===== src/core/mrc_pkg.sv =====
package mrc_pkg;

   // register port geometry
   localparam int unsigned DATA_W = 32;            // register word width
   localparam int unsigned ADDR_W = 8;             // byte address width

   // byte offsets of the two control words
   localparam logic [7:0] MOTION_TARGET_OFS    = 8'h00;
   localparam logic [7:0] STARTUP_OVERRIDE_OFS = 8'h04;

   // reset values of both words
   localparam logic [31:0] MOTION_TARGET_RST    = 32'h0000_0000;
   localparam logic [31:0] STARTUP_OVERRIDE_RST = 32'h0000_0000;

   // writable bits; everything else reads as zero
   localparam logic [31:0] MOTION_TARGET_MASK    = 32'h0000_7fff;
   localparam logic [31:0] STARTUP_OVERRIDE_MASK = 32'h7fc0_ffff;

   // motion target field
   localparam int unsigned TARGET_LSB = 0;         // low bit of target
   localparam int unsigned TARGET_W   = 15;        // target width

   // startup override word field positions
   localparam int unsigned FAULT_CLR_BIT   = 31;   // self-clearing command
   localparam int unsigned ANGLE_LSB       = 22;   // forced angle low bit
   localparam int unsigned ANGLE_W         = 9;    // forced angle width
   localparam int unsigned OPEN_LOOP_BIT   = 15;   // open loop select
   localparam int unsigned HOLD_ALIGN_BIT  = 14;   // hold in align
   localparam int unsigned HOLD_SLOW_BIT   = 13;   // hold in slow cycle
   localparam int unsigned HOLD_POS_BIT    = 12;   // hold in position detect
   localparam int unsigned HOLD_SPEED_BIT  = 11;   // hold in speed detect
   localparam int unsigned ANGLE_SRC_BIT   = 10;   // rotor angle source
   localparam int unsigned IQ_LSB          = 0;    // torque code low bit
   localparam int unsigned IQ_W            = 10;   // torque code width

   // numeric constants of the angle and torque codes
   localparam logic [8:0] ANGLE_WRAP    = 9'h168;  // 360 degrees
   localparam logic [9:0] IQ_ZERO_CODE  = 10'h200; // 512, sign boundary
   localparam logic [9:0] IQ_MAX_CODE   = 10'h3e8; // 1000, last valid code

   // startup method chosen by the surrounding controller
   typedef enum logic [2:0] {
      start_align,
      start_double_align,
      start_slow_first,
      start_position_detect,
      start_other
   } mrc_startup_t;

   // one register access request
   typedef struct packed {
      logic              wr;                       // write strobe
      logic              rd;                       // read strobe
      logic [7:0]        addr;                     // byte address
      logic [31:0]       wdata;                    // write data
   } mrc_bus_req_t;

   // sequencer hold requests
   typedef struct packed {
      logic align;                                 // stay in align
      logic slow_first;                            // stay in slow cycle
      logic position_detect;                       // stay in position detect
      logic speed_detect;                          // stay in speed detect
   } mrc_hold_t;

endpackage


===== src/core/mrc_angle_wrap.sv =====
`timescale 1ns/1ps
module mrc_angle_wrap
   import mrc_pkg::*;
(
   // angle in degrees, 0 to 511
   input  logic [8:0] angle_in,
   // angle folded into 0 to 359
   output logic [8:0] angle_out
);

   // one subtraction suffices: the input never reaches 720
   always_comb begin
      if (angle_in >= ANGLE_WRAP) begin
         angle_out = angle_in - ANGLE_WRAP;
      end else begin
         angle_out = angle_in;
      end
   end

endmodule // mrc_angle_wrap


===== src/core/mrc_torque_decode.sv =====
`timescale 1ns/1ps
module mrc_torque_decode
   import mrc_pkg::*;
(
   // raw 10-bit torque current code
   input  logic        [9:0]  code,
   // signed counts, 511 counts stand for 10 per unit
   output logic signed [10:0] value,
   // code above the last valid one
   output logic               invalid
);

   // low half is positive, upper half is the negated offset from 512
   always_comb begin
      if (code < IQ_ZERO_CODE) begin
         value = $signed({1'b0, code});
      end else begin
         value = -$signed({2'b00, code[8:0]});
      end
      invalid = (code > IQ_MAX_CODE);
   end

endmodule // mrc_torque_decode


===== src/core/mrc_realtime_regs.sv =====
`timescale 1ns/1ps
// How it works
// - 15-bit speed target, upper bits read zero
// - fault clear bit pulses, then self-clears
// - forced align angle applied modulo 360 degrees
// - open loop select bit drives open commutation
// - hold bit keeps sequencer in align state
// - hold bit keeps sequencer in slow cycle
// - hold bit keeps sequencer in position detect
// - hold bit keeps sequencer in speed detect
// - source bit picks preset or register angle
// - signed torque reference while velocity loop off
module mrc_realtime_regs
   import mrc_pkg::*;
(
   // clock and reset
   input  logic                clock,
   input  logic                nrst,
   // register access
   input  mrc_bus_req_t        bus_req,
   output logic [31:0]         rdata_ff,
   output logic                rvalid_ff,
   output logic                addr_err_ff,
   // controller context
   input  mrc_startup_t        startup_method,
   input  logic                speed_detect_enable,
   input  logic                velocity_loop_off,
   input  logic [8:0]          preset_align_angle,
   // controls toward the motor control core
   output logic [14:0]         motion_target_ff,
   output logic                fault_clear_ff,
   output logic [8:0]          align_angle_ff,
   output logic                open_loop_select_ff,
   output mrc_hold_t           hold_ff,
   output logic signed [10:0]  torque_current_reference_ff,
   output logic                torque_override_active_ff,
   output logic                torque_code_invalid_ff
);

   // stored register contents
   logic [31:0]        target_reg_ff;      // motion target word
   logic [31:0]        ctrl_reg_ff;        // startup override word

   // address decode of the current request
   logic               hit_target;         // address is motion target
   logic               hit_ctrl;           // address is override word
   logic               fault_wr;           // write carrying fault clear

   // derived combinational values
   logic [8:0]         angle_sel;          // angle before folding
   logic [8:0]         angle_wrapped;      // angle after folding
   logic signed [10:0] torque_value;       // decoded torque code
   logic               torque_invalid;     // code out of range
   logic               method_align;       // align or double align
   logic [31:0]        nxt_rdata;          // read mux result

   // full address compare, so aliases never hit
   assign hit_target = (bus_req.addr == MOTION_TARGET_OFS);
   assign hit_ctrl   = (bus_req.addr == STARTUP_OVERRIDE_OFS);
   assign fault_wr   = bus_req.wr && hit_ctrl
                       && bus_req.wdata[FAULT_CLR_BIT];

   // motion target storage; reserved bits masked off
   always_ff @(posedge clock) begin
      if (!nrst) begin
         target_reg_ff <= MOTION_TARGET_RST;
      end else if (bus_req.wr && hit_target) begin
         target_reg_ff <= bus_req.wdata & MOTION_TARGET_MASK;
      end
   end

   // override word storage; the fault clear bit is never kept
   always_ff @(posedge clock) begin
      if (!nrst) begin
         ctrl_reg_ff <= STARTUP_OVERRIDE_RST;
      end else if (bus_req.wr && hit_ctrl) begin
         ctrl_reg_ff <= bus_req.wdata & STARTUP_OVERRIDE_MASK;
      end
   end

   // fault clear command: one pulse per write, the bit reads back zero
   always_ff @(posedge clock) begin
      if (!nrst) begin
         fault_clear_ff <= 1'b0;
      end else begin
         fault_clear_ff <= fault_wr;
      end
   end

   // read mux; unmapped addresses return zero
   always_comb begin
      nxt_rdata = 32'h0000_0000;
      if (hit_target) begin
         nxt_rdata = target_reg_ff;
      end else if (hit_ctrl) begin
         nxt_rdata = ctrl_reg_ff;
      end
   end

   // read answer one cycle after the strobe
   always_ff @(posedge clock) begin
      if (!nrst) begin
         rdata_ff  <= 32'h0000_0000;
         rvalid_ff <= 1'b0;
      end else begin
         rvalid_ff <= bus_req.rd;
         if (bus_req.rd) begin
            rdata_ff <= nxt_rdata;
         end
      end
   end

   // flag any access that hits neither word
   always_ff @(posedge clock) begin
      if (!nrst) begin
         addr_err_ff <= 1'b0;
      end else begin
         addr_err_ff <= (bus_req.rd || bus_req.wr)
                        && !hit_target && !hit_ctrl;
      end
   end

   // speed or torque target, a fraction of full scale times 32768
   always_ff @(posedge clock) begin
      if (!nrst) begin
         motion_target_ff <= 15'h0000;
      end else begin
         motion_target_ff <= target_reg_ff[TARGET_LSB +: TARGET_W];
      end
   end

   // angle source: preset setting or the register field
   always_comb begin
      if (ctrl_reg_ff[ANGLE_SRC_BIT]) begin
         angle_sel = ctrl_reg_ff[ANGLE_LSB +: ANGLE_W];
      end else begin
         angle_sel = preset_align_angle;
      end
   end

   // fold into one turn; a preset angle is folded the same way
   mrc_angle_wrap u_angle_wrap (
      .angle_in  (angle_sel),
      .angle_out (angle_wrapped)
   );

   // applied align angle, always below 360
   always_ff @(posedge clock) begin
      if (!nrst) begin
         align_angle_ff <= 9'h000;
      end else begin
         align_angle_ff <= angle_wrapped;
      end
   end

   // open loop commutation select
   always_ff @(posedge clock) begin
      if (!nrst) begin
         open_loop_select_ff <= 1'b0;
      end else begin
         open_loop_select_ff <= ctrl_reg_ff[OPEN_LOOP_BIT];
      end
   end

   // the align, slow cycle and position detect holds only matter for their own startup method
   assign method_align = (startup_method == start_align)
                         || (startup_method == start_double_align);

   // sequencer holds; clearing the bit releases the state next cycle
   always_ff @(posedge clock) begin
      if (!nrst) begin
         hold_ff <= '0;
      end else begin
         hold_ff.align <= ctrl_reg_ff[HOLD_ALIGN_BIT]
                          && method_align;
         hold_ff.slow_first <= ctrl_reg_ff[HOLD_SLOW_BIT]
                          && (startup_method == start_slow_first);
         hold_ff.position_detect <= ctrl_reg_ff[HOLD_POS_BIT]
                          && (startup_method == start_position_detect);
         hold_ff.speed_detect <= ctrl_reg_ff[HOLD_SPEED_BIT]
                          && speed_detect_enable;
      end
   end

   // decode the signed torque current code
   mrc_torque_decode u_torque_decode (
      .code    (ctrl_reg_ff[IQ_LSB +: IQ_W]),
      .value   (torque_value),
      .invalid (torque_invalid)
   );

   // torque reference only while the velocity loop is off, else zero
   // out-of-range codes still pass; the flag lets software spot them
   always_ff @(posedge clock) begin
      if (!nrst) begin
         torque_current_reference_ff <= 11'sh000;
         torque_override_active_ff   <= 1'b0;
         torque_code_invalid_ff      <= 1'b0;
      end else begin
         torque_override_active_ff <= velocity_loop_off;
         torque_code_invalid_ff    <= velocity_loop_off && torque_invalid;
         if (velocity_loop_off) begin
            torque_current_reference_ff <= torque_value;
         end else begin
            torque_current_reference_ff <= 11'sh000;
         end
      end
   end
endmodule // mrc_realtime_regs


===== config.mk =====
export PLATFORM = sky130hd
export DESIGN_NAME = mrc_realtime_regs
export DESIGN_NICKNAME = d
export VERILOG_FILES = /design/src/core/mrc_pkg.sv /design/src/core/mrc_angle_wrap.sv /design/src/core/mrc_torque_decode.sv /design/src/core/mrc_realtime_regs.sv
export SDC_FILE = /design/constraint.sdc
export NUM_CORES = 1
export LEC_CHECK = 0
export ABC_AREA = 1
export BUFFER_PORTS_ARGS = -buffer_cell sky130_fd_sc_hd__clkbuf_2
export CAP_MARGIN = 20
export CORE_MARGIN = 2
export CORE_UTILIZATION = 28
export CTS_CLUSTER_SIZE = 25
export DETAILED_ROUTE_END_ITERATION = 8
export HOLD_SLACK_MARGIN = 0.02
export PLACE_DENSITY = 0.5
export SYNTH_ARGS = -nofsm -noshare
export SYNTH_HDL_FRONTEND = slang
export SYNTH_HIERARCHICAL = 1
export SYNTH_SLANG_ARGS = --single-unit
export TNS_END_PERCENT = 10

===== constraint.sdc =====
create_clock -name clock -period 2.58 [get_ports clock]
set_clock_uncertainty 0.15 [all_clocks]
set_input_delay 0.387 -clock clock [delete_from_list [all_inputs] [get_ports clock]]
set_output_delay 0.387 -clock clock [all_outputs]
set_load 0.01 [all_outputs]

==> results of run 1 <==
metrics by stage:
stage | util [%] | power (mW) | hold WS (ns) | std cells | setup slack, ns
finish | 34.4 | 3.39 | 0.0615 | 1043 | 0.491
global placement | 32.8 | 2.06 | 0.284 | 1027 | 0.517
CTS | 34.4 | 3.47 | 0.0384 | 1043 | 0.462
floorplan | - | 1.96 | 0.270 | 720 | 0.740
detailed placement | 32.8 | 2.06 | 0.284 | 1027 | 0.492
global route | 34.4 | 3.56 | 0.0413 | 1043 | 0.308
logic make-up (layout without fill, tap and decap cells):
kind of cell	after synthesis	in the layout	synth area share (%)
simple gates	400	400	35.0
buf+inv	157	255	14.0
flops	110	110	44.5
compound gates	31	31	3.13
mux	9	9	2.05
xor+xnor	4	4	0.708
fa+ha+maj	2	2	0.505
other cells	1	7	0.0757
worst max-delay path by stage:
stage | end | cells past startpoint
after floorplan | align_angle_ff[4]$_SDFF_PN0_ | 11
after global placement | align_angle_ff[7]$_SDFF_PN0_ | 10
after detailed placement | align_angle_ff[7]$_SDFF_PN0_ | 10
after CTS | align_angle_ff[7]$_SDFF_PN0_ | 10
after global routing | align_angle_ff[3]$_SDFF_PN0_ | 11
final | align_angle_ff[7]$_SDFF_PN0_ | 10
cell usage in the layout (no fill, tap or decap):
cell,n
sky130_fd_sc_hd__inv_6,4
sky130_fd_sc_hd__or2_2,1
sky130_fd_sc_hd__nand3_1,96
sky130_fd_sc_hd__ha_1,2
sky130_fd_sc_hd__xnor2_1,2
sky130_fd_sc_hd__clkinv_1,1
sky130_fd_sc_hd__inv_8,1
sky130_fd_sc_hd__nand2_1,155
sky130_fd_sc_hd__o21ai_0,4
sky130_fd_sc_hd__clkinv_4,2
sky130_fd_sc_hd__nand3_2,3
sky130_fd_sc_hd__clkbuf_16,9
sky130_fd_sc_hd__xor2_1,2
sky130_fd_sc_hd__nand2_2,2
sky130_fd_sc_hd__clkbuf_2,121
sky130_fd_sc_hd__nor2_2,9
sky130_fd_sc_hd__buf_4,7
sky130_fd_sc_hd__dfxtp_1,110
sky130_fd_sc_hd__a21oi_1,27
sky130_fd_sc_hd__inv_2,3
sky130_fd_sc_hd__inv_1,105
sky130_fd_sc_hd__buf_12,2
sky130_fd_sc_hd__conb_1,7
sky130_fd_sc_hd__nand4_1,1
sky130_fd_sc_hd__nor3b_1,1
sky130_fd_sc_hd__nor3_4,1
sky130_fd_sc_hd__nand2_4,2
sky130_fd_sc_hd__nand3b_1,1
sky130_fd_sc_hd__nor2_4,2
sky130_fd_sc_hd__nor3_1,3
sky130_fd_sc_hd__nand4_2,1
sky130_fd_sc_hd__nor2_1,122
sky130_fd_sc_hd__mux2_2,9
sequential cells by signal, summed over array words and instances (netlist names):
name                         flops
target_reg_ff                   15
rvalid_ff                        1
open_loop_select_ff              1
ctrl_reg_ff                     25
rdata_ff                        25
torque_current_reference_ff     11
torque_override_active_ff        1
addr_err_ff                      1
torque_code_invalid_ff           1
hold_ff                          4
align_angle_ff                   9
fault_clear_ff                   1
motion_target_ff                15
routing by layer:
layer  track usage [%]  vias to the layer above  part of all wire (%)
met5                 0                        -                     0
li1                  -                     2347                     -
met1              18.9                     2013                    49
met3              3.37                        9                   5.3
met4              4.81                        0                   1.2
met2              22.5                       90                    45
layout make-up:
cell class,instances,area share [%]
clock buffers,9,3.78
clock inverters,7,1.07
flip-flops and latches,110,37.0
inverters,109,6.87
repair buffers,130,11.7
multi-input cells,453,34.9
well taps,225,4.72
where the power goes:
group	switching (mW)	internal (mW)
logic	0.182	0.106
clock network	0.693	0.681
registers	0.0107	1.72
total	0.886	2.51
synth_stat cells, types with 4 or more instances:
cell                       number
sky130_fd_sc_hd__nand2_1      155
sky130_fd_sc_hd__buf_6          5
sky130_fd_sc_hd__a21oi_1       27
sky130_fd_sc_hd__nor2_2         9
sky130_fd_sc_hd__buf_1         12
sky130_fd_sc_hd__buf_2          9
sky130_fd_sc_hd__buf_4         15
sky130_fd_sc_hd__mux2_2         9
sky130_fd_sc_hd__inv_1        105
sky130_fd_sc_hd__nand3_1       96
sky130_fd_sc_hd__clkbuf_1       7
sky130_fd_sc_hd__o21ai_0        4
sky130_fd_sc_hd__nor2_1       122
sky130_fd_sc_hd__dfxtp_1      110
==> metrics list, run 1 <==
- In the final routed layout, each cell accounts on average for between 10 and 15 µm.
- The sequential cells in the finished layout cover a total of roughly 2200 µm².
* Unrepaired setup endpoints after global routing: false
- Destination of the worst hold path: hold_ff[2]$_SDFF_PN0_
- The critical path starts at ctrl_reg_ff[10]$_SDFFE_PN0P_.
- In this design, the stage delay of the slowest critical-path cell is 0.51 ns.
- Routed Wire Length: 13,000 µm
* Buffers inserted by post-CTS timing repair: 0
- Worst setup SP type: register
* Clock net sink count: 110
* Via density per instance: 4.28
* CP top delay family: flip-flops
- Buffer levels on the longest clock path: 2
- The filler cells instantiated in the layout total 1,955.
* Share of the synthesized area in the top cell type: roughly 44%
* Worst-path clk slew: ~0.08 ns
- Core area: roughly 17,000 µm²
- In this run the worst path has a maximum fanout of 7.
- Data on the critical path arrives at its endpoint at 2.20 ns.
- The startpoint identified for the worst register-to-register timing path is ctrl_reg_ff[10]$_SDFFE_PN0P_.
- Measured in cells, the most critical reg-to-reg path has a length of 10.
- Top flip-flop cell by instance count after synthesis: sky130_fd_sc_hd__dfxtp_1
- Inserted Clock Buffers: 9
- After the first detailed-routing iteration, the DRC count stood at 191.
* Synth async-reset ratio: 0%
- Counting both buffers and inverters, the worst setup path holds a total of 2.
- Fraction of the yosys area taken by sequential cells: roughly 44%
- Worst-skew pair later-pin latency: 0.36 ns
* Wire length of the first global-routing pass: slightly above 20,000 µm
* Total Die Area: around 19,000 µm²
* Antenna cell count: 0
- Reg2reg setup slack: 0.49 ns
- STA puts the critical path data required time at approximately 2.7 ns.
- Library cell occupying the most area in the post-synthesis netlist: sky130_fd_sc_hd__dfxtp_1
* Layout Area Growth over Synthesis: 20.3%
- Once detail routing completed, the nets flagged for antenna violations numbered 0.
* Total number of vias: 4,459
* Cells along the critical path: mux2_2 -> inv_1 -> ha_1 -> nor2_2 -> nor2_2 -> nand2_4 -> nand3_1 -> nand2_1 -> nand2_1 -> inv_1
- Across the run, the number of max-cap violations was 0.
- WHS Path Cells: 2
- Half-perimeter wire length of the detailed placement result: 8860 µm
- In the routed design, unresolved DRC markers number 0.
- Routability-driven placement finished with a final weighted congestion of roughly 0.82.
* Post-synthesis instance area: 4950 µm²
- CTS resizes: 0
- Count of state elements after synthesis: 110
* End of the worst register-to-register path: align_angle_ff[7]$_SDFF_PN0_
* Final Hold Fails: 0
- The H-tree generated during clock tree synthesis spans 3 levels.
- Initial core utilization: about 29%
- CP Class: register to register
- Fraction of layout cells with a size suffix above 1: between 20% and 30%
- For this run, the post-layout net count is about 870.
- For the pin with the worst max-slew slack, the measured transition is 0.620 ns.
* Worst Hold Class: primary input to register
- Worst voltage drop across the vdd grid: 285 µV
- The die is between 100 and 150 µm tall.
* Tightest slew margin relative to the limit: around three fifths
* Per-instance average area after synthesis: approximately 7 µm²
* Power per cell area: between 500 and 600 nW/µm²
* All-layer global routing usage: between 10% and 20%
- The floorplan has 48 rows.
- Non-Filler Cell Area, Final: ~6000 µm²
- Length of the first detailed-routing pass in iterations: 4
- Number of global-route vias before repair: around 4,000
* Fin crit share: 81.0%
- Number of library cell types mapped by synthesis: 31
* Hold Path Origin: startup_method[0]
- Gate count after technology mapping: ~710
* Run status: finished clean
- The number of pins with negative max-slew slack in the final report came to 0.
- Number of enable flip-flop cells after synthesis: 0
- Remaining Overflow, GRT: 0
- Placed Area: ~5700 µm²
- Number of endpoints failing setup at the final stage: 0
- Entering global routing, the biggest net connects 69 pins.
* Port Buffer Count: roughly 120
* Synth area leaders: sky130_fd_sc_hd__dfxtp_1 (44%), sky130_fd_sc_hd__nand2_1 (12%), sky130_fd_sc_hd__nand3_1 (9.7%)
* Library cell used as clock root buffer: sky130_fd_sc_hd__clkbuf_16
- The worst setup path is captured at a register.
- Measured along the x axis, the die boundary spans 137 µm.
- For the final routed database, the setup TNS stands at 0 ns.
- Antenna violations before repair: 0
- TritonCTS built the clock tree.
- The smallest clock period supported by the final layout is computed as ~2.1 ns.
- Count of hold-fix buffers inserted at cts: 0
* Number of ports placed on the die boundary: 135
- For this run, the top clock speed supported by timing is 0.479 GHz.
* Total area of multi-input combinational cells: between 2000 and 2500 µm²
- For this design, the slowest cell found on the critical path is sky130_fd_sc_hd__dfxtp_1.
* Warnings, synthesis: 6
- For this design the static power due to leakage is 3.07 nW.
Note: power is estimated with default switching activity, not from simulation.
==> run 2: changes to the inputs <==
Settings changed: ABC_AREA 1 to 0.
Clock period 2.58 ns to 2 ns, I/O delays scaled along.
==> run 2 against run 1 <==
Compared with the run above: combinational power up 10%; critical path depth fell by 3; hold slack worse by 0.028 ns; power increased by 24%; largest cell class is now multi-input combinational cells.
==> metrics list, run 2 <==
* Per-instance average area after synthesis: 9.69 µm²
* Part of the power in combinational logic: approximately 7.5%
- Final Hold Fails: 0
- STA puts the critical path data arrival time at roughly 2.1 ns.
* Number of design-rule violations left by the first detailed-router iteration: 140
* Wire length per cell: 14.2 µm
- Number of core rows: 47
* Shortest period the worst path allows: ~2.0 ns
* Run status: finished clean
* Fin crit share: between 90 and 100%
- All-layer global routing usage: between 10% and 20%
- From left edge to right edge, the die measures between 100 and 150 µm.
- Before antenna repair, the detailed router went through 4 iterations.
- Number of endpoints failing setup at the final stage: 0
* Gate count after technology mapping: 484
- Unrepaired setup endpoints after global routing: true
* Fmax: between 0.5 and 0.6 GHz
* Basic-gate share of the synthesized area counting and, or, nand and nor cells: between 20% and 30%
- Buffer levels on the longest clock path: 2
- In this run the tool buffered the top-level ports with ~120 buffer cells.
* Inserted Clock Buffers: 9
- Hold timing on the final database bottoms out at a slack of around 0.033 ns.
- Across the VDD grid, the largest voltage drop is approximately 400 µV.
- Commonest non-fill, non-tap cell in the layout: sky130_fd_sc_hd__clkbuf_2
- CTS placed an instance of sky130_fd_sc_hd__clkbuf_16 at the clock tree root.
* Critical Path End Type: register
* Registers with the most flip-flops: ctrl_reg_ff (25), rdata_ff (25)
* Switching power: 1.01 mW
- Library cell occupying the most area in the post-synthesis netlist: sky130_fd_sc_hd__dfxtp_1
* Number of global-route vias before repair: between 3,000 and 4,000
- Synth async-reset ratio: 0%
- Internal power comes to around 3.2 mW.
- The floorplan step defined a die boundary enclosing between 15,000 and 20,000 µm².
* Initial core utilization: 28.5%
- Fraction of the yosys area taken by sequential cells: between 40% and 50%
- Proportion of synthesized area in mux cells: about 15%
- Core area: 16,500 µm²
* Share of the synthesized area in the top cell type: between 40% and 50%
- Worst-skew pair later-pin latency: between 0.3 and 0.4 ns
- Remaining Overflow, GRT: 0
- Among all flip-flop cells after synthesis, the most frequent one is sky130_fd_sc_hd__dfxtp_1.
- After routing the design area is roughly 6000 µm².
- Wire length of the first global-routing pass: about 19,000 µm
- Final count of pins violating max slew: 0
- The wire-length estimate of the detail-placed layout is just under 9000 µm.
* Post-route setup slack: around 0.023 ns
* Leakage: 2.80 nW
* Count of state elements after synthesis: 110
* Routed Wire Length: approximately 12,000 µm
- Pin placement for this block handled around 140 I/O pins.
- Warnings, synthesis: 6
* Largest family of logic cells by synthesized area: simple AND/OR/NAND/NOR gates
- Counting every sink on the clock net gives 110.
- DRT antenna net count: 0
* Via density per instance: roughly 4.4
- In this run the cell area measured after placement is ~5600 µm².
- Antenna cell count: 0
* Sw frac: about 24%
* Fraction of layout cells with a size suffix above 1: around a third
- In this run the tightest slew margin relative to its limit is between 60 and 70%.
- The synthesized netlist occupies a cell area of ~4700 µm².
- STA classifies the critical path startpoint as a register.
- Reported max-cap violation count: 0
- H-tree level count: 3
* Layout Area Growth over Synthesis: 29.0%
* Leading cell types in the layout, fill and taps excluded: sky130_fd_sc_hd__clkbuf_2 (120), sky130_fd_sc_hd__dfxtp_1 (109), sky130_fd_sc_hd__nand2_1 (76)
- Maximum number of pins on one net before global-route repair: between 50 and 60
* Most frequently used cell type in the post-synthesis netlist: sky130_fd_sc_hd__dfxtp_1
- Worst Hold Class: primary input to register
- For this block, the via count after detailed routing is ~3,700.
- Antenna violations before repair: 0
- Of the total power, registers draw between 50% and 60%.
- Placer Congestion: around 0.8
- The design draws 4.21 mW.
- Number of enable flip-flop cells after synthesis: 0
* Fraction of the mapped netlist area in compound gates: about 7%
- Power per cell area: approximately 700 nW/µm²
* Total DRC errors in the routed layout: 0
- The number of different library cells used by synthesis comes to between 40 and 50.
* Xor/xnor share of the synthesized area: under 10%
* Share of the core filled with cells in the final layout: between 30% and 40%
* Worst-path clk slew: 0.07 ns
- The share of total power dissipated in the clock network is approximately two fifths.
- CP Class: register to register
- Commonest cells in the synthesized netlist: sky130_fd_sc_hd__dfxtp_1 (110), sky130_fd_sc_hd__nand2_1 (76), sky130_fd_sc_hd__mux2i_1 (41)
- Of all nets on the critical path, the largest fanout is 8.
- For the worst setup path, the data required time is 2.14 ns.
- Layout Nets: between 600 and 700
* Adder-cell area share of the yosys netlist: less than 1%
- Pre-CTS WS: -0.0816 ns
* Die height: ~130 µm
- TritonCTS clock tree: yes
* Synth area leaders: sky130_fd_sc_hd__dfxtp_1 (47%), sky130_fd_sc_hd__mux2i_1 (8.7%), sky130_fd_sc_hd__nand2_1 (6.1%)
- Tightest Pin Transition: about 0.52 ns
-- run 2: cell count changes after synthesis, sizes merged, moves of 14 or more --
cell / change
nor2: -128
inv: -88
nand3: -88
nand2: -83
mux2i: +41
a21oi: -23
buf: -19
a21boi: +17
nand2b: +17
clkbuf: +15
mux2: +15
and3: +14
-- run 2: what timing repair did --
| action | in CTS | in global routing |
|---|---|---|
| hold endpoints to repair | 9 | 0 |
| pin swaps | 1 | 3 |
| cloned | 0 | 0 |
| hold buffers | 9 | 0 |
| setup endpoints to repair | 3 | 4 |
| buffers inserted | 0 | 3 |
| resized for setup | 3 | 5 |
-- run 2: cell type report --
cell class / instances / area [µm²]
clock buffer: 9 / 225
clock inverter: 6 / 43.8
fill: 1698 / 10400
inverter: 20 / 80.1
multi-input combinational: 316 / 2230
sequential: 110 / 2210
tap: 220 / 275
timing repair buffer: 157 / 988
-- run 2: logic make-up (layout without fill, tap and decap cells) --
logic type | count (synthesis) | in the layout
compound gates | 44 | 44
xor+xnor | 8 | 8
fa+ha+maj | 2 | 2
buf+inv | 64 | 192
flops | 110 | 110
mux | 65 | 65
other cells | 1 | 7
simple gates | 190 | 190
-- run 2: per-stage QoR --
step | setup TNS [ns] | cells
finish | 0 | 838
global route | -0.115 | 838
CTS | 0 | 835
detailed placement | -0.159 | 811
global placement | -0.0146 | 811
floorplan | -0.0278 | 490
-- run 2: power by group through the flow --
stage / clock [mW] / combinational (mW) / sequential, mW
after floorplan: 0 / 0.170 / 2.27
after global placement: 0 / 0.290 / 2.26
after detailed placement: 0 / 0.296 / 2.26
after CTS: 1.75 / 0.312 / 2.21
after global routing: 1.85 / 0.347 / 2.21
final: 1.68 / 0.317 / 2.21
-- run 2: critical path, stage by stage (launching register included) --
cell and delay (ns):
sky130_fd_sc_hd__dfxtp_4 0.41, sky130_fd_sc_hd__mux2_4 0.33, sky130_fd_sc_hd__inv_4 0.07, sky130_fd_sc_hd__ha_4 0.12, sky130_fd_sc_hd__and3b_2 0.23, sky130_fd_sc_hd__o31ai_4 0.27
sky130_fd_sc_hd__mux2i_1 0.20, sky130_fd_sc_hd__and2_1 0.13
-- run 2: final timing paths --
check	startpoint	endpoint	slack, ns	cells past startpoint
hold / removal	bus_req[25]	ctrl_reg_ff[25]$_SDFFE_PN0P_	0.03	3
setup reg to reg	ctrl_reg_ff[10]$_SDFFE_PN0P_	align_angle_ff[4]$_SDFF_PN0_	0.02	7
setup / recovery	ctrl_reg_ff[10]$_SDFFE_PN0P_	align_angle_ff[4]$_SDFF_PN0_	0.02	7
hold reg to reg	target_reg_ff[8]$_SDFFE_PN0P_	motion_target_ff[8]$_SDFF_PN0_	0.31	2
-- run 2: per-layer routing --
| layer | vias up | GRT usage [%] | routed length (µm) |
|---|---|---|---|
| met4 | 0 | 7.21 | 284 |
| li1 | 1885 | - | - |
| met2 | 81 | 21.2 | 5400 |
| met1 | 1699 | 18.0 | 5650 |
| met3 | 17 | 3.08 | 537 |
| met5 | - | 0 | 0 |
==> run 3: changes to the inputs <==
Settings changed: CORE_MARGIN 2 to 8, CTS_BUF_LIST set to sky130_fd_sc_hd__clkbuf_4 sky130_fd_sc_hd__clkbuf_8, CTS_CLUSTER_SIZE 25 to unset.
==> run 3 against run 2 <==
Compared with the run above: worst setup slack better by 0.029 ns; sequential power about the same; count of clock-buffer cells in the layout rose by 2; fmax rose by 1.5%; hold slack better by 0.013 ns; global-route usage fell by 1.4 points; final area increased by 1.9%; non-clock buffer count rose by 21; cell count grew 2.6%; critical path type unchanged; largest cell class unchanged.
==> metrics list, run 3 (synthesis results as in run 2) <==
* Run status: finished clean
* Wire length per cell: approximately 15 µm
* Setup total negative slack: 0 ns
- The setup path with the least slack is of type register to register.
* Wire length of the first global-routing pass: 21,000 µm
- STA classifies the critical path endpoint as a register.
- Leading cell types in the layout, fill and taps excluded: sky130_fd_sc_hd__clkbuf_2 (120), sky130_fd_sc_hd__dfxtp_1 (109), sky130_fd_sc_hd__nand2_1 (76)
* Endpoint required time on the critical path: 2.13 ns
- Setup violations remaining at the end of the flow were counted as 0.
- Layout fillers: 1,692
* Buffer levels on the longest clock path: 2
* H-tree level count: 3
- Remaining Overflow, GRT: 0
- Dividing the detail-routed via count by the number of cells gives ~4.4.
- The routed design could run at a clock period as short as 1.95 ns.
- Fraction of layout cells with a size suffix above 1: around 33%
- Clock-pin slew was measured on the worst setup and hold paths at about 0.11 ns.
- In this run, CTS created clock tree buffers numbering 9.
- Registers with the most flip-flops: ctrl_reg_ff (25), rdata_ff (25)
- At the later pin of the worst-skew pair, clock insertion delay measures about 0.38 ns.
- Worst Hold Class: primary input to register
- TritonCTS built the clock tree.
* Antenna cell count: 0
- The initial utilization of the core area, before any placement, comes to 28.5%.
- At the end of the flow the core is filled with cells to 37.4%.
- Global routing used between 10% and 20% of the available tracks across all layers.
- The area growth from synthesis to layout is 31.4%.
- Max-cap violations in this run came to 0.
- The routed layout has approximately 3,800 vias.
- The floorplan has 47 rows.
- Critical Path AT: about 2.1 ns
- Die height: 145 µm
* Total DRC errors in the routed layout: 0
- Setup repair after global routing could not meet its margin everywhere.
- Placer Congestion: roughly 0.8
* Port Buffer Count: roughly 120
* Worst setup SP type: register
- For this design, the sink count on the clock tree is 110.
- Die Width: 145 µm
* Length of the first detailed-routing pass in iterations: 4
* Worst voltage drop across the vdd grid: roughly 400 µV
* Commonest non-fill, non-tap cell in the layout: sky130_fd_sc_hd__clkbuf_2
- For this block, the routed nets add up to ~13,000 µm of wire.
- The hold violation count in the final report was 0.
- Antenna violations before repair: 0
- Detailed placement finished with a half-perimeter wire length of approximately 9600 µm.
- The number of pins with negative max-slew slack in the final report came to 0.
* Library cell used as clock root buffer: sky130_fd_sc_hd__clkbuf_8
* Final worst hold slack: about 0.046 ns
* Layout Nets: 695
- After layout, the worst path uses 97.4% of the clock period.
- In this run the count of I/O pins placed on the die edge is between 100 and 150.
- Along the worst path, the maximum fanout reaches 7.
* Power per cell area: 646 nW/µm²
* Number of global-route vias before repair: between 4,000 and 5,000
* Leakage: ~2.9 nW
* Fmax: between 0.5 and 0.6 GHz
- Total Die Area: approximately 21,000 µm²
- Entering global routing, the biggest net connects 56 pins.
- Number of design-rule violations left by the first detailed-router iteration: 216
- The count of nets left with antenna violations once routing finished came out at 0.
- Core area: roughly 16,000 µm²
run 3: worst max-delay path, cell delays in order (launching register included):
cell	delay, ns
sky130_fd_sc_hd__dfxtp_4	0.41
sky130_fd_sc_hd__buf_12	0.12
sky130_fd_sc_hd__mux2_4	0.29
sky130_fd_sc_hd__nand2b_4	0.15
sky130_fd_sc_hd__nor4b_4	0.34
sky130_fd_sc_hd__o31ai_4	0.10
sky130_fd_sc_hd__xnor2_1	0.12
sky130_fd_sc_hd__and2_1	0.15
run 3: path summary, 6_finish.rpt:
check                                 start                               to  slack [ns]  cells after the start
min                              bus_req[3]      ctrl_reg_ff[3]$_SDFFE_PN0P_        0.05                      3
max            ctrl_reg_ff[10]$_SDFFE_PN0P_     align_angle_ff[3]$_SDFF_PN0_        0.05                      7
max reg2reg    ctrl_reg_ff[10]$_SDFFE_PN0P_     align_angle_ff[3]$_SDFF_PN0_        0.05                      7
min reg2reg  target_reg_ff[12]$_SDFFE_PN0P_  motion_target_ff[12]$_SDFF_PN0_        0.31                      2
run 3: area by class of cell:
class	count	area, µm²	share of cell area (%)
Clock buffer	11	145	2.35
Tap cell	220	275	4.46
Multi-Input combinational cell	316	2240	36.3
Inverter	20	80.1	1.30
Sequential cell	110	2210	35.8
Timing Repair Buffer	178	1160	18.8
Clock inverter	5	63.8	1.03
run 3: metrics by stage:
step	setup WS [ns]	total power, mW	instances	instance area [µm²]
after floorplan	-0.0264	2.44	490	4750
after global placement	-0.0134	2.55	813	5610
after detailed placement	-0.0656	2.55	813	5610
after CTS	0.0118	4.06	860	6160
after global routing	-0.0632	4.17	860	6170
final	0.0526	3.98	860	6170
run 3: what timing repair did:
item	4_1_cts	5_1_grt
cloned	0	0
hold endpoints to repair	37	0
endpoints found under the setup margin	3	2
hold buffers	29	0
pin swaps	3	2
resized for setup	8	1
setup buffers	2	0
run 3: power breakdown:
group	switching (mW)	internal, mW
clock	0.790	0.644
combinational	0.178	0.164
sequential	0.00467	2.20
run 3: per-layer routing:
metal / vias to the layer above / track usage (%) / wire, µm
met5: - / 0 / 0
met3: 14 / 3.45 / 709
met4: 0 / 5.88 / 276
li1: 1922 / - / -
met1: 1763 / 14.6 / 5790
met2: 75 / 20.2 / 6030
